## src/rtl/bfg_pkg.sv

```systemverilog
// shared constants and carrier types of the boot flash section guard
package bfg_pkg;
    localparam int          ADDR_W         = 15;          // flash word address width
    localparam int          PAGE_LSB       = 7;           // words per page = 2**PAGE_LSB
    localparam logic [14:0] NO_READ_WHILE_WRITE_AREA_START     = 15'h7000;    // fixed read-while-write limit
    // boot section start per boot_size_fuses code, all inside the no-rww area
    localparam logic [14:0] BOOT_START_11  = 15'h7e00;
    localparam logic [14:0] BOOT_START_10  = 15'h7c00;
    localparam logic [14:0] BOOT_START_01  = 15'h7800;
    localparam logic [14:0] BOOT_START_00  = 15'h7000;
    localparam logic [1:0]  FUSE_DEFAULT   = 2'h0;
    localparam logic [3:0]  LOCK_ERASED    = 4'hf;        // all lock bits unprogrammed
    // lock vector layout
    localparam int          LK_APP_LO      = 0;
    localparam int          LK_APP_HI      = 1;
    localparam int          LK_BOOT_LO     = 2;
    localparam int          LK_BOOT_HI     = 3;
    // register map
    localparam logic [7:0]  REG_CTRL       = 8'h00;
    localparam logic [7:0]  REG_STATUS     = 8'h04;
    localparam int          CTRL_REENABLE  = 0;
    localparam int          CTRL_VEC_BOOT  = 1;
    localparam int          ST_BUSY        = 0;
    localparam int          ST_HALT        = 1;
    localparam int          ST_FLASH       = 2;
    localparam int          ST_LOCK        = 4;
    localparam int          ST_FUSE        = 8;
    localparam logic [1:0]  RESP_OKAY      = 2'h0;
    localparam logic [1:0]  RESP_DECERR    = 2'h3;

    typedef enum logic [1:0] {
        OP_BUF_LOAD,
        OP_ERASE,
        OP_WRITE,
        OP_LOCK_SET
    } bfg_op_e;

    typedef struct packed {
        bfg_op_e     op;
        logic [14:0] pc;       // word address the instruction was fetched from
        logic [14:0] target;   // word address from the pointer register
        logic [3:0]  data;     // lock bits to program, 0 programs
    } bfg_store_s;

    typedef struct packed {
        logic [14:0] pc;
        logic [14:0] addr;
    } bfg_load_s;
endpackage : bfg_pkg

```

## src/rtl/bfg_guard.sv

```systemverilog
// boot flash section guard: store/load access control, stall and rww blocking
//
// Our own choices: register access over AXI4-Lite and the placing of the registers.
`timescale 1ns/1ps
// Functional notes
// - stores fetched from application section do nothing
// - boot code may store to any page
// - section boundary follows boot size fuses
// - rww-area programming leaves cpu running
// - no_read_while_write_area-area programming halts cpu throughout
// - boot section always inside no_read_while_write_area area
// - busy flag reads one while rww blocked
// - app and boot lock pairs independent
// - locks programmed by boot code or the pins, cleared by chip erase
// - general lock modes never restrict self-programming
// - lock pair all ones means unrestricted
// - app lower lock refuses app stores
// - app upper lock refuses boot reads of app
// - boot lower lock refuses boot stores
// - boot upper lock refuses app reads of boot
// - busy clears by reenable or buffer load
module bfg_guard
    import bfg_pkg::*;
(
    input  wire logic        aclk,
    input  wire logic        aresetn,
    input  wire logic [7:0]  s_axi_awaddr,
    input  wire logic        s_axi_awvalid,
    output logic             s_axi_awready,
    input  wire logic [31:0] s_axi_wdata,
    input  wire logic [3:0]  s_axi_wstrb,
    input  wire logic        s_axi_wvalid,
    output logic             s_axi_wready,
    output logic [1:0]       s_axi_bresp,
    output logic             s_axi_bvalid,
    input  wire logic        s_axi_bready,
    input  wire logic [7:0]  s_axi_araddr,
    input  wire logic        s_axi_arvalid,
    output logic             s_axi_arready,
    output logic [31:0]      s_axi_rdata,
    output logic [1:0]       s_axi_rresp,
    output logic             s_axi_rvalid,
    input  wire logic        s_axi_rready,
    input  wire logic [1:0]  boot_size_fuses,
    input  wire logic        chip_erase,
    input  wire logic        ext_lock_valid,
    input  wire logic [3:0]  ext_lock_data,
    input  wire logic        store_valid,
    input  wire bfg_store_s  store_req,
    output logic             store_ready,
    output logic             store_done,
    output logic             store_refused,
    input  wire logic        load_valid,
    input  wire bfg_load_s   load_req,
    output logic             load_grant,
    output logic             load_refused,
    output logic             cpu_halt,
    output logic             rww_read_block,
    output logic             irq_suppress,
    output logic             flash_start,
    output bfg_op_e          flash_op,
    output logic [14:0]      flash_page,
    input  wire logic        flash_done
);
    typedef enum {ST_IDLE, ST_RUN} bfg_state_e;

    bfg_state_e  state_q;
    logic [1:0]  fuse_q;
    logic        fuse_taken_q;
    logic [3:0]  lock_q;
    logic        busy_q;
    logic        halt_q;
    logic        vec_boot_q;
    logic        aw_have_q;
    logic        w_have_q;
    logic [7:0]  awaddr_q;
    logic [31:0] wdata_q;
    logic [3:0]  wstrb_q;
    logic [14:0] boot_start;
    logic        pc_boot;
    logic        tgt_boot;
    logic        tgt_no_read_while_write_area;
    logic        store_ok;
    logic        store_go;
    logic        prog_start;
    logic        reenable;
    logic        wr_fire;
    logic        ld_pc_boot;
    logic        ld_addr_boot;
    logic        ld_addr_rww;
    logic        ld_ok;

    // boot section start chosen by the strapped fuse code
    always_comb begin
        case (fuse_q)
            2'h3:    boot_start = BOOT_START_11;
            2'h2:    boot_start = BOOT_START_10;
            2'h1:    boot_start = BOOT_START_01;
            default: boot_start = BOOT_START_00;
        endcase
    end
    // all boot starts sit at or above the no_read_while_write_area limit, so boot implies no_read_while_write_area
    assign pc_boot  = (store_req.pc >= boot_start);
    assign tgt_boot = (store_req.target >= boot_start);
    assign tgt_no_read_while_write_area = (store_req.target >= NO_READ_WHILE_WRITE_AREA_START) | tgt_boot;
    // store permission: boot code only, then for erase and write the lower lock of the target section
    always_comb begin
        store_ok = pc_boot;
        case (store_req.op)
            OP_ERASE, OP_WRITE: begin
                if (tgt_boot) begin
                    store_ok = store_ok & lock_q[LK_BOOT_LO];
                end else begin
                    store_ok = store_ok & lock_q[LK_APP_LO];
                end
            end
            default: store_ok = store_ok;
        endcase
    end
    // a store is only taken while no erase or write is running
    assign store_ready = (state_q == ST_IDLE);
    assign store_go    = store_valid & store_ready & store_ok;
    assign prog_start  = store_go & (store_req.op inside {OP_ERASE, OP_WRITE});
    // fuses are straps: caught once by the first clocked edge after release
    always_ff @(posedge aclk) begin
        if (!aresetn) begin
            fuse_q       <= FUSE_DEFAULT;
            fuse_taken_q <= 1'b0;
        end else if (!fuse_taken_q) begin
            fuse_q       <= boot_size_fuses;
            fuse_taken_q <= 1'b1;
        end
    end
    // lock bits only move towards programmed; only reset and chip erase restore them
    always_ff @(posedge aclk) begin
        if (!aresetn) begin
            lock_q <= LOCK_ERASED;
        end else if (chip_erase) begin
            lock_q <= LOCK_ERASED;
        end else begin
            if (store_go && store_req.op == OP_LOCK_SET) begin
                lock_q <= lock_q & store_req.data & (ext_lock_valid ? ext_lock_data
                                                                    : LOCK_ERASED);
            end else if (ext_lock_valid) begin
                lock_q <= lock_q & ext_lock_data;
            end
        end
    end

    // flash operation sequencer; page address latched at start
    always_ff @(posedge aclk) begin
        if (!aresetn) begin
            state_q     <= ST_IDLE;
            flash_start <= 1'b0;
            flash_op    <= OP_BUF_LOAD;
            flash_page  <= '0;
            store_done  <= 1'b0;
        end else begin
            flash_start <= store_go;
            store_done  <= 1'b0;
            if (store_go) begin
                flash_op   <= store_req.op;
                flash_page <= store_req.target;
            end
            case (state_q)
                ST_IDLE: begin
                    if (prog_start) begin
                        state_q    <= ST_RUN;
                    end else if (store_go) begin
                        store_done <= 1'b1;
                    end
                end
                ST_RUN: begin
                    if (flash_done) begin
                        state_q    <= ST_IDLE;
                        store_done <= 1'b1;
                    end
                end
                default: state_q <= ST_IDLE;
            endcase
        end
    end
    // refused stores answer in the next cycle and start nothing
    always_ff @(posedge aclk) begin
        if (!aresetn) begin
            store_refused <= 1'b0;
        end else begin
            store_refused <= store_valid & store_ready & ~store_ok;
        end
    end
    // cpu stall covers the whole no_read_while_write_area operation; rww targets keep it running
    always_ff @(posedge aclk) begin
        if (!aresetn) begin
            halt_q <= 1'b0;
        end else if (prog_start) begin
            halt_q <= tgt_no_read_while_write_area;
        end else if (state_q == ST_RUN && flash_done) begin
            halt_q <= 1'b0;
        end
    end
    assign cpu_halt = halt_q | (prog_start & tgt_no_read_while_write_area);
    // re-enable only counts once the flash is idle
    assign reenable = wr_fire & (awaddr_q == REG_CTRL) & wstrb_q[0]
                    & wdata_q[CTRL_REENABLE] & (state_q == ST_IDLE) & ~prog_start;
    // busy flag: a new rww start wins over a same-cycle clear
    always_ff @(posedge aclk) begin
        if (!aresetn) begin
            busy_q <= 1'b0;
        end else if (prog_start && !tgt_no_read_while_write_area) begin
            busy_q <= 1'b1;
        end else if (reenable || (store_go && store_req.op == OP_BUF_LOAD)) begin
            busy_q <= 1'b0;
        end
    end
    assign rww_read_block = busy_q;
    // load permission: rww blocking plus the upper lock of the other section
    assign ld_pc_boot   = (load_req.pc >= boot_start);
    assign ld_addr_boot = (load_req.addr >= boot_start);
    assign ld_addr_rww  = (load_req.addr < NO_READ_WHILE_WRITE_AREA_START);
    always_comb begin
        ld_ok = ~(ld_addr_rww & busy_q);
        if (ld_pc_boot && !ld_addr_boot) begin
            ld_ok = ld_ok & lock_q[LK_APP_HI];
        end else if (!ld_pc_boot && ld_addr_boot) begin
            ld_ok = ld_ok & lock_q[LK_BOOT_HI];
        end
    end

    // load answers are one-cycle pulses; no load is answered while halted
    always_ff @(posedge aclk) begin
        if (!aresetn) begin
            load_grant   <= 1'b0;
            load_refused <= 1'b0;
        end else begin
            load_grant   <= load_valid & ~cpu_halt & ld_ok;
            load_refused <= load_valid & ~cpu_halt & ~ld_ok;
        end
    end

    // interrupts masked while running the section whose upper lock is set,
    // when the vectors live in the other section; only a limit, not a fix
    always_ff @(posedge aclk) begin
        if (!aresetn) begin
            irq_suppress <= 1'b0;
        end else begin
            irq_suppress <= (vec_boot_q & ~ld_pc_boot & ~lock_q[LK_APP_HI])
                          | (~vec_boot_q & ld_pc_boot & ~lock_q[LK_BOOT_HI]);
        end
    end

    // write address and data are taken in either order, one write at a time
    assign s_axi_awready = ~aw_have_q & ~s_axi_bvalid;
    assign s_axi_wready  = ~w_have_q & ~s_axi_bvalid;
    assign wr_fire       = aw_have_q & w_have_q & ~s_axi_bvalid;

    always_ff @(posedge aclk) begin
        if (!aresetn) begin
            aw_have_q <= 1'b0;
            w_have_q  <= 1'b0;
            awaddr_q  <= '0;
            wdata_q   <= '0;
            wstrb_q   <= '0;
        end else begin
            if (s_axi_awvalid && s_axi_awready) begin
                aw_have_q <= 1'b1;
                awaddr_q  <= s_axi_awaddr;
            end else if (wr_fire) begin
                aw_have_q <= 1'b0;
            end
            if (s_axi_wvalid && s_axi_wready) begin
                w_have_q <= 1'b1;
                wdata_q  <= s_axi_wdata;
                wstrb_q  <= s_axi_wstrb;
            end else if (wr_fire) begin
                w_have_q <= 1'b0;
            end
        end
    end

    // write response and control register
    always_ff @(posedge aclk) begin
        if (!aresetn) begin
            s_axi_bvalid <= 1'b0;
            s_axi_bresp  <= RESP_OKAY;
            vec_boot_q   <= 1'b0;
        end else begin
            if (wr_fire) begin
                s_axi_bvalid <= 1'b1;
                if (awaddr_q == REG_CTRL) begin
                    s_axi_bresp <= RESP_OKAY;
                    if (wstrb_q[0]) begin
                        vec_boot_q <= wdata_q[CTRL_VEC_BOOT];
                    end
                end else if (awaddr_q == REG_STATUS) begin
                    s_axi_bresp <= RESP_OKAY;   // read-only, write ignored
                end else begin
                    s_axi_bresp <= RESP_DECERR;
                end
            end else if (s_axi_bready) begin
                s_axi_bvalid <= 1'b0;
            end
        end
    end

    // read channel answers one cycle after the address is taken
    assign s_axi_arready = ~s_axi_rvalid;

    always_ff @(posedge aclk) begin
        if (!aresetn) begin
            s_axi_rvalid <= 1'b0;
            s_axi_rdata  <= '0;
            s_axi_rresp  <= RESP_OKAY;
        end else begin
            if (s_axi_arvalid && s_axi_arready) begin
                s_axi_rvalid <= 1'b1;
                s_axi_rdata  <= '0;
                s_axi_rresp  <= RESP_OKAY;
                case (s_axi_araddr)
                    REG_CTRL: begin
                        s_axi_rdata[CTRL_VEC_BOOT] <= vec_boot_q;
                    end
                    REG_STATUS: begin
                        s_axi_rdata[ST_BUSY]              <= busy_q;
                        s_axi_rdata[ST_HALT]              <= halt_q;
                        s_axi_rdata[ST_FLASH]             <= (state_q == ST_RUN);
                        s_axi_rdata[ST_LOCK +: 4]         <= lock_q;
                        s_axi_rdata[ST_FUSE +: 2]         <= fuse_q;
                    end
                    default: s_axi_rresp <= RESP_DECERR;
                endcase
            end else if (s_axi_rready) begin
                s_axi_rvalid <= 1'b0;
            end
        end
    end
endmodule : bfg_guard

```

## config.mk

```make
export PLATFORM = sky130hd
export DESIGN_NAME = bfg_guard
export DESIGN_NICKNAME = d
export VERILOG_FILES = /design/src/rtl/bfg_pkg.sv /design/src/rtl/bfg_guard.sv
export SDC_FILE = /design/constraint.sdc
export NUM_CORES = 1
export LEC_CHECK = 0
export BUFFER_PORTS_ARGS = -buffer_cell sky130_fd_sc_hd__buf_2
export CORE_ASPECT_RATIO = 1.5
export CORE_UTILIZATION = 45
export CTS_CLUSTER_DIAMETER = 200
export DETAILED_ROUTE_END_ITERATION = 12
export GPL_TIMING_DRIVEN = 0
export PLACE_DENSITY = 0.86
export SYNTH_ARGS = -nofsm -noshare
export SYNTH_HDL_FRONTEND = slang
export SYNTH_SLANG_ARGS = --single-unit
```

## constraint.sdc

```tcl
create_clock -name aclk -period 7.35 [get_ports aclk]
set_input_delay 1.47 -clock aclk [delete_from_list [all_inputs] [get_ports aclk]]
set_output_delay 1.47 -clock aclk [all_outputs]
set_load 0.05 [all_outputs]
```

After elaboration in Yosys (flattened, before gate mapping):

Index checks and enable logic that the tools add are counted.
W data, S select, Z words.

* register bits after elaboration: 93
* input bits: 136
* word-level logic and storage cells: 154

* $lt $le $gt $ge: 6
* eq/ne operators: 12
* muxes and demuxes: 34
* bitwise gates (word level): 46
* reductions and logical operators: 31

Operators by type and width (count)
* $logic_not A32 Y1: 2
* $mux W32: 2
* $pmux W32 S2: 1
* $ge A15 B15 Y1: 4
* $pmux W12 S3: 1
* $eq A32 B1 Y1 const B: 1
* $eq A32 B2 Y1 const B: 1
* $and A1 B1 Y1: 26
* $mux W1: 21
* $eq A8 B3 Y1 const B: 2
* $logic_not A8 Y1: 2
* $reduce_bool A2 Y1: 8
* $ge A15 B15 Y1 const B: 1
* $lt A15 B15 Y1 const B: 1
* $not A1 Y1: 14
* $and A4 B4 Y4: 3
* $mux W4: 3
* $logic_and A1 B1 Y1: 9
* $eq A2 B2 Y1 const B: 4
* $mux W2: 3
* $mux W6: 1
* $reduce_or A2 Y1: 3
* $eq A2 B1 Y1 const B: 2
* $ne A2 B2 Y1 const B: 2
* other kinds (7): 12

Depth between registers and ports, before layout:

* depth after elaboration: 13
* depth in mapped cells: 9
* mapped depth without buffers: 8

Worst setup path before layout:

No wires, ideal clock.

* kind: input -> output
* start point: input port store_req[15] in the netlist's numbering
* end point: output port cpu_halt
* arrival time: 3.235 ns
* required time: 5.880 ns
* path slack: 2.645 ns
* stages on the path: 7
* buffers on the path: 0
* cells stage by stage: ha_1 nor4bb_1 and4_4 or3b_4 and2_4 nor3_1 or2_2

* cells in the longest elaborated chain, start to end: 7
* elaborated cells on any way between the ends: 9

RTL lines
* start: declaration: RTL line bfg_guard.sv:49 `input wire bfg_store_s store_req,`
* $ge A15 B15 Y1: RTL line bfg_guard.sv:104 `assign tgt_boot = (store_req.target >= boot_start);`
* $mux W1: RTL line bfg_guard.sv:111 `if (tgt_boot) begin`
* $mux W1: RTL line bfg_guard.sv:109 `case (store_req.op)`
* $and A1 B1 Y1: RTL line bfg_guard.sv:122 `assign store_go = store_valid & store_ready & store_ok;`
* $and A1 B1 Y1: RTL line bfg_guard.sv:123 `assign prog_start = store_go & (store_req.op inside {OP_ERASE, OP_WRITE});`
* $and A1 B1 Y1 (*): RTL line bfg_guard.sv:201 `assign cpu_halt = halt_q | (prog_start & tgt_no_read_while_write_area);`
* $or A1 B1 Y1 (*): RTL line bfg_guard.sv:201
* end: declaration: RTL line bfg_guard.sv:57 `output logic cpu_halt,`

Every way passes the cells marked *; elsewhere a longest branch is shown, timed or not.

Worst setup path in the final report:

Same ends and word-level chain as after synthesis.

==> run_summary.xml <==
<?xml version="1.0" encoding="UTF-8"?>
<metrics>
  <group name="timing">
    <metric name="slew_headroom" unit="">0.6190</metric>
    <metric name="setup_total_negative_slack" unit="ns">0</metric>
    <metric name="hold_violations" unit="">0</metric>
    <metric name="fin_worst_hold_slack" unit="ns">0.4538</metric>
    <metric name="timing.final.setup_violations" unit="">0</metric>
    <metric name="max_slew.worst_pin.slew" unit="ns">0.5625</metric>
    <metric name="fmaxAchievable" unit="MHz">194.7</metric>
    <metric name="setup_skew_after_layout" unit="ns">0.009754</metric>
    <metric name="grt_setup_unrepaired" unit="">false</metric>
    <metric name="final-max-slew-violation-count" unit="">0</metric>
    <metric name="final_critical_path_share_of_the_clock_period" unit="">0.6987</metric>
    <metric name="layout_min_cycle_time" unit="ns">5.135</metric>
  </group>
  <group name="synthesis">
    <metric name="simple_gate_area_share_of_the_yosys_netlist" unit="">0.2689</metric>
    <metric name="most_instantiated_library_cell_after_synthesis" unit="">dfxtp_1</metric>
    <metric name="synth_edf_count" unit="">0</metric>
    <metric name="syn_area" unit="sq mm">0.003010</metric>
    <metric name="synth.top_cell.area_share" unit="">0.3990</metric>
    <metric name="synth_compound_area_frac" unit="">0.1521</metric>
    <metric name="synth_commonest_cells" unit="">60 x dfxtp_1, 42 x nand2_1, 26 x buf_4, 25 x o21ai_0, 24 x nor2b_1</metric>
    <metric name="ys_top_cells_by_area" unit="">dfxtp_1 40%, buf_4 6.5%, ha_1 5.8%, nand2_1 5.2%, nor2b_1 5.0%</metric>
    <metric name="synth_async_sr_flop_share" unit="">0</metric>
    <metric name="yosysTopAreaCell" unit="">dfxtp_1</metric>
    <metric name="post_synth_xor_area_fraction" unit="">0</metric>
    <metric name="synth_mux_area_frac" unit="">0.02037</metric>
    <metric name="ys_warn_count" unit="">0</metric>
    <metric name="synth.avg_cell_area" unit="sq um">8.626</metric>
    <metric name="ys_ff_latch" unit="">60</metric>
    <metric name="dominantRegCellSynth" unit="">dfxtp_1</metric>
    <metric name="yosysUniqueCellTypes" unit="">42</metric>
    <metric name="synth_top_family_by_area" unit="">simple AND/OR/NAND/NOR gates</metric>
    <metric name="synth_seq_area_share" unit="">0.3990</metric>
    <metric name="synth_adder_area_share" unit="">0.05819</metric>
    <metric name="syn_inst" unit="">349</metric>
  </group>
  <group name="grt">
    <metric name="gr-usage-all-layers" unit="">0.2427</metric>
    <metric name="grt_antenna_before_repair" unit="">0</metric>
    <metric name="largest_net_degree_at_the_start_of_global_routing" unit="">11</metric>
    <metric name="grt_pass1_wl" unit="microns">12540</metric>
    <metric name="grt_remaining_overflow" unit="">0</metric>
    <metric name="number_of_global_route_vias_before_repair" unit="">2772</metric>
  </group>
  <group name="setup_path">
    <metric name="worst_endpoint_required_time" unit="ns">5.88</metric>
    <metric name="cp-end-kind" unit="">output pin</metric>
    <metric name="path_common_cell" unit="">buf_2</metric>
    <metric name="critical_path.max_stage_delay" unit="ns">0.43</metric>
    <metric name="cp-startpoint" unit="">store_req[15]</metric>
    <metric name="timing.critical_path.cells" unit="">buf_2 -&gt; ha_1 -&gt; nor4bb_1 -&gt; and4_4 -&gt; or3b_4 -&gt; and2_4 -&gt; nor3_1 -&gt; or2_2 -&gt; buf_2</metric>
    <metric name="cp_startpoint_kind" unit="">primary input</metric>
    <metric name="cp_slowest_cell" unit="">nor3_1</metric>
    <metric name="reg2reg_setup_slack" unit="ns">4.65</metric>
    <metric name="critical-path-top-delay-family" unit="">simple AND/OR/NAND/NOR gates</metric>
    <metric name="cp_max_fo" unit="">4</metric>
    <metric name="wp_data_arrival" unit="ns">3.67</metric>
    <metric name="path_class" unit="">in2out</metric>
    <metric name="crit_buf_inv" unit="">2</metric>
    <metric name="r2r-start" unit="">fuse_q[1]</metric>
  </group>
  <group name="min_path">
    <metric name="hold_class" unit="">reg2reg</metric>
    <metric name="timing.hold.worst.start" unit="">flash_page[12]</metric>
  </group>
  <group name="floorplan">
    <metric name="die_h" unit="microns">102.2</metric>
    <metric name="dieArea" unit="sq mm">0.007027</metric>
    <metric name="coreArea" unit="sq mm">0.006486</metric>
    <metric name="floorplan.io_pins" unit="">203</metric>
    <metric name="die_w" unit="microns">68.78</metric>
    <metric name="floorplan.initialDensity" unit="">0.4641</metric>
    <metric name="standard_cell_row_count" unit="">36</metric>
  </group>
  <group name="cts">
    <metric name="tritoncts_clock_tree" unit="">yes</metric>
    <metric name="number_of_levels_in_the_clock_h_tree" unit="">3</metric>
    <metric name="clk-insertion-delay-late" unit="ns">0.34</metric>
    <metric name="post_cts_resize_count" unit="">0</metric>
    <metric name="cts_post_setup_buffers_inserted" unit="">0</metric>
    <metric name="cts_hold_buf" unit="">0</metric>
    <metric name="library_cell_used_as_clock_root_buffer" unit="">clkbuf_8</metric>
    <metric name="cts_sinks" unit="">60</metric>
    <metric name="clock_pin_slew_on_the_worst_setup_and_hold_paths" unit="ns">0.06</metric>
    <metric name="max-clock-path-buffers" unit="">2</metric>
    <metric name="cts_buffer_count" unit="">9</metric>
  </group>
  <group name="layout">
    <metric name="syn_to_final_growth" unit="%">36.28</metric>
    <metric name="sequential_cell_area" unit="sq mm">0.001201</metric>
    <metric name="multi_input_area" unit="sq mm">0.001590</metric>
    <metric name="nFillCells" unit="">568</metric>
    <metric name="final_net_count" unit="">678</metric>
    <metric name="insertedDiodeCount" unit="">0</metric>
    <metric name="post_route_cells_drive_above_1_share" unit="">0.3790</metric>
  </group>
  <group name="pwr">
    <metric name="power.density_cell_area" unit="mW/mm^2">191.1</metric>
    <metric name="power.ir.vdd_worst" unit="uV">161.9</metric>
    <metric name="leakage" unit="nW">2.000</metric>
  </group>
  <group name="routing">
    <metric name="drc_errors" unit="">0</metric>
    <metric name="ant_nets_after_route" unit="">0</metric>
    <metric name="totalWireLength" unit="microns">8357</metric>
    <metric name="drtPass1Iterations" unit="">4</metric>
    <metric name="route.vias.total" unit="">3055</metric>
    <metric name="post_drt_wl_per_cell" unit="microns">13.72</metric>
    <metric name="via_per_inst" unit="">5.016</metric>
    <metric name="drtIter0Drc" unit="">115</metric>
  </group>
  <group name="place">
    <metric name="routabilityCongestion" unit="">0.7541</metric>
    <metric name="numPortBuffers" unit="">146</metric>
    <metric name="dpl.hpwl" unit="microns">6803</metric>
  </group>
  <group name="status">
    <metric name="status" unit="">finished, final reports clean</metric>
  </group>
  <group name="flow_run">
    <metric name="cap_viol_max_count" unit="">0</metric>
  </group>
</metrics>
==> final timing paths <==
check	depth (start not counted)	end
setup / recovery	9	cpu_halt
hold / removal	2	flash_page[12]
setup reg to reg	9	flash_page[8]
hold reg to reg	2	flash_page[12]
==> worst register-to-register path: cells and delay by family, from the launching register on <==
kind	cells	cell delay (ns)
flops	1	0.35
compound gates	2	0.39
fa+ha+maj	1	0.34
simple gates	5	1.18
buf+inv	1	0.38
==> stage by stage <==
step                        util  total power, mW  std cells  cell area [sq um]  setup WS [ns]
after floorplan                -           0.4568        371               3093          2.645
after global placement    0.6042           0.5037        593               3919          2.229
after detailed placement  0.6042           0.5077        593               3919          2.225
after CTS                 0.6325           0.7869        609               4103          2.221
after global routing      0.6325           0.8193        609               4103          2.174
final                     0.6325           0.7838        609               4103          2.215
==> cell usage in the layout, fill, tap and decap left out, drive strengths merged, types with 10 or more instances in the layout <==
master  netlist  routed
buf          27     173
dfxtp        60      60
nand2        42      42
o21ai        25      25
nor2b        24      24
clkbuf       13      24
conb          1      23
nand3        22      22
inv          14      14
ha           14      14
a21boi       11      11
nor4         10      10
a22oi        10      10
==> metal layers <==
layer  vias to the layer above  part of all wire  global-route usage
li1                       1528                 -                   -
met1                      1404              0.39              0.2655
met2                       109              0.53              0.4427
met3                        14             0.058             0.04688
met4                         0             0.018             0.09890
met5                         -                 0                   0
==> area by class of cell <==
type / count / share of cell area
Tap cell: 76 / 0.02318
Clock buffer: 11 / 0.03202
Multi-Input combinational cell: 257 / 0.3876
Inverter: 14 / 0.01281
Timing Repair Buffer: 146 / 0.1781
Sequential cell: 60 / 0.2928
Buffer: 40 / 0.06069
Clock inverter: 5 / 0.01281
==> sequential cells by signal, indices dropped and copies added, names as in the netlist, 2 cells and up <==
name and cells:
fuse_q 2, lock_q 4, s_axi_rdata 9, flash_op 2, flash_page 15, wdata_q 2, awaddr_q 8
==> power by group <==
| part | internal [mW] | switching (mW) | total (mW) |
|---|---|---|---|
| logic | 0.0592 | 0.0985 | 0.158 |
| clock network | 0.155 | 0.127 | 0.282 |
| registers | 0.336 | 0.00753 | 0.344 |
==> logic make-up (layout without fill, tap and decap cells) <==
group,count (synthesis),count (layout)
fa+ha+maj,14,14
flops,60,60
buf+inv,54,216
other cells,1,23
simple gates,145,145
mux,6,6
compound gates,69,69
No activity file was read; power rests on OpenSTA's default activity.
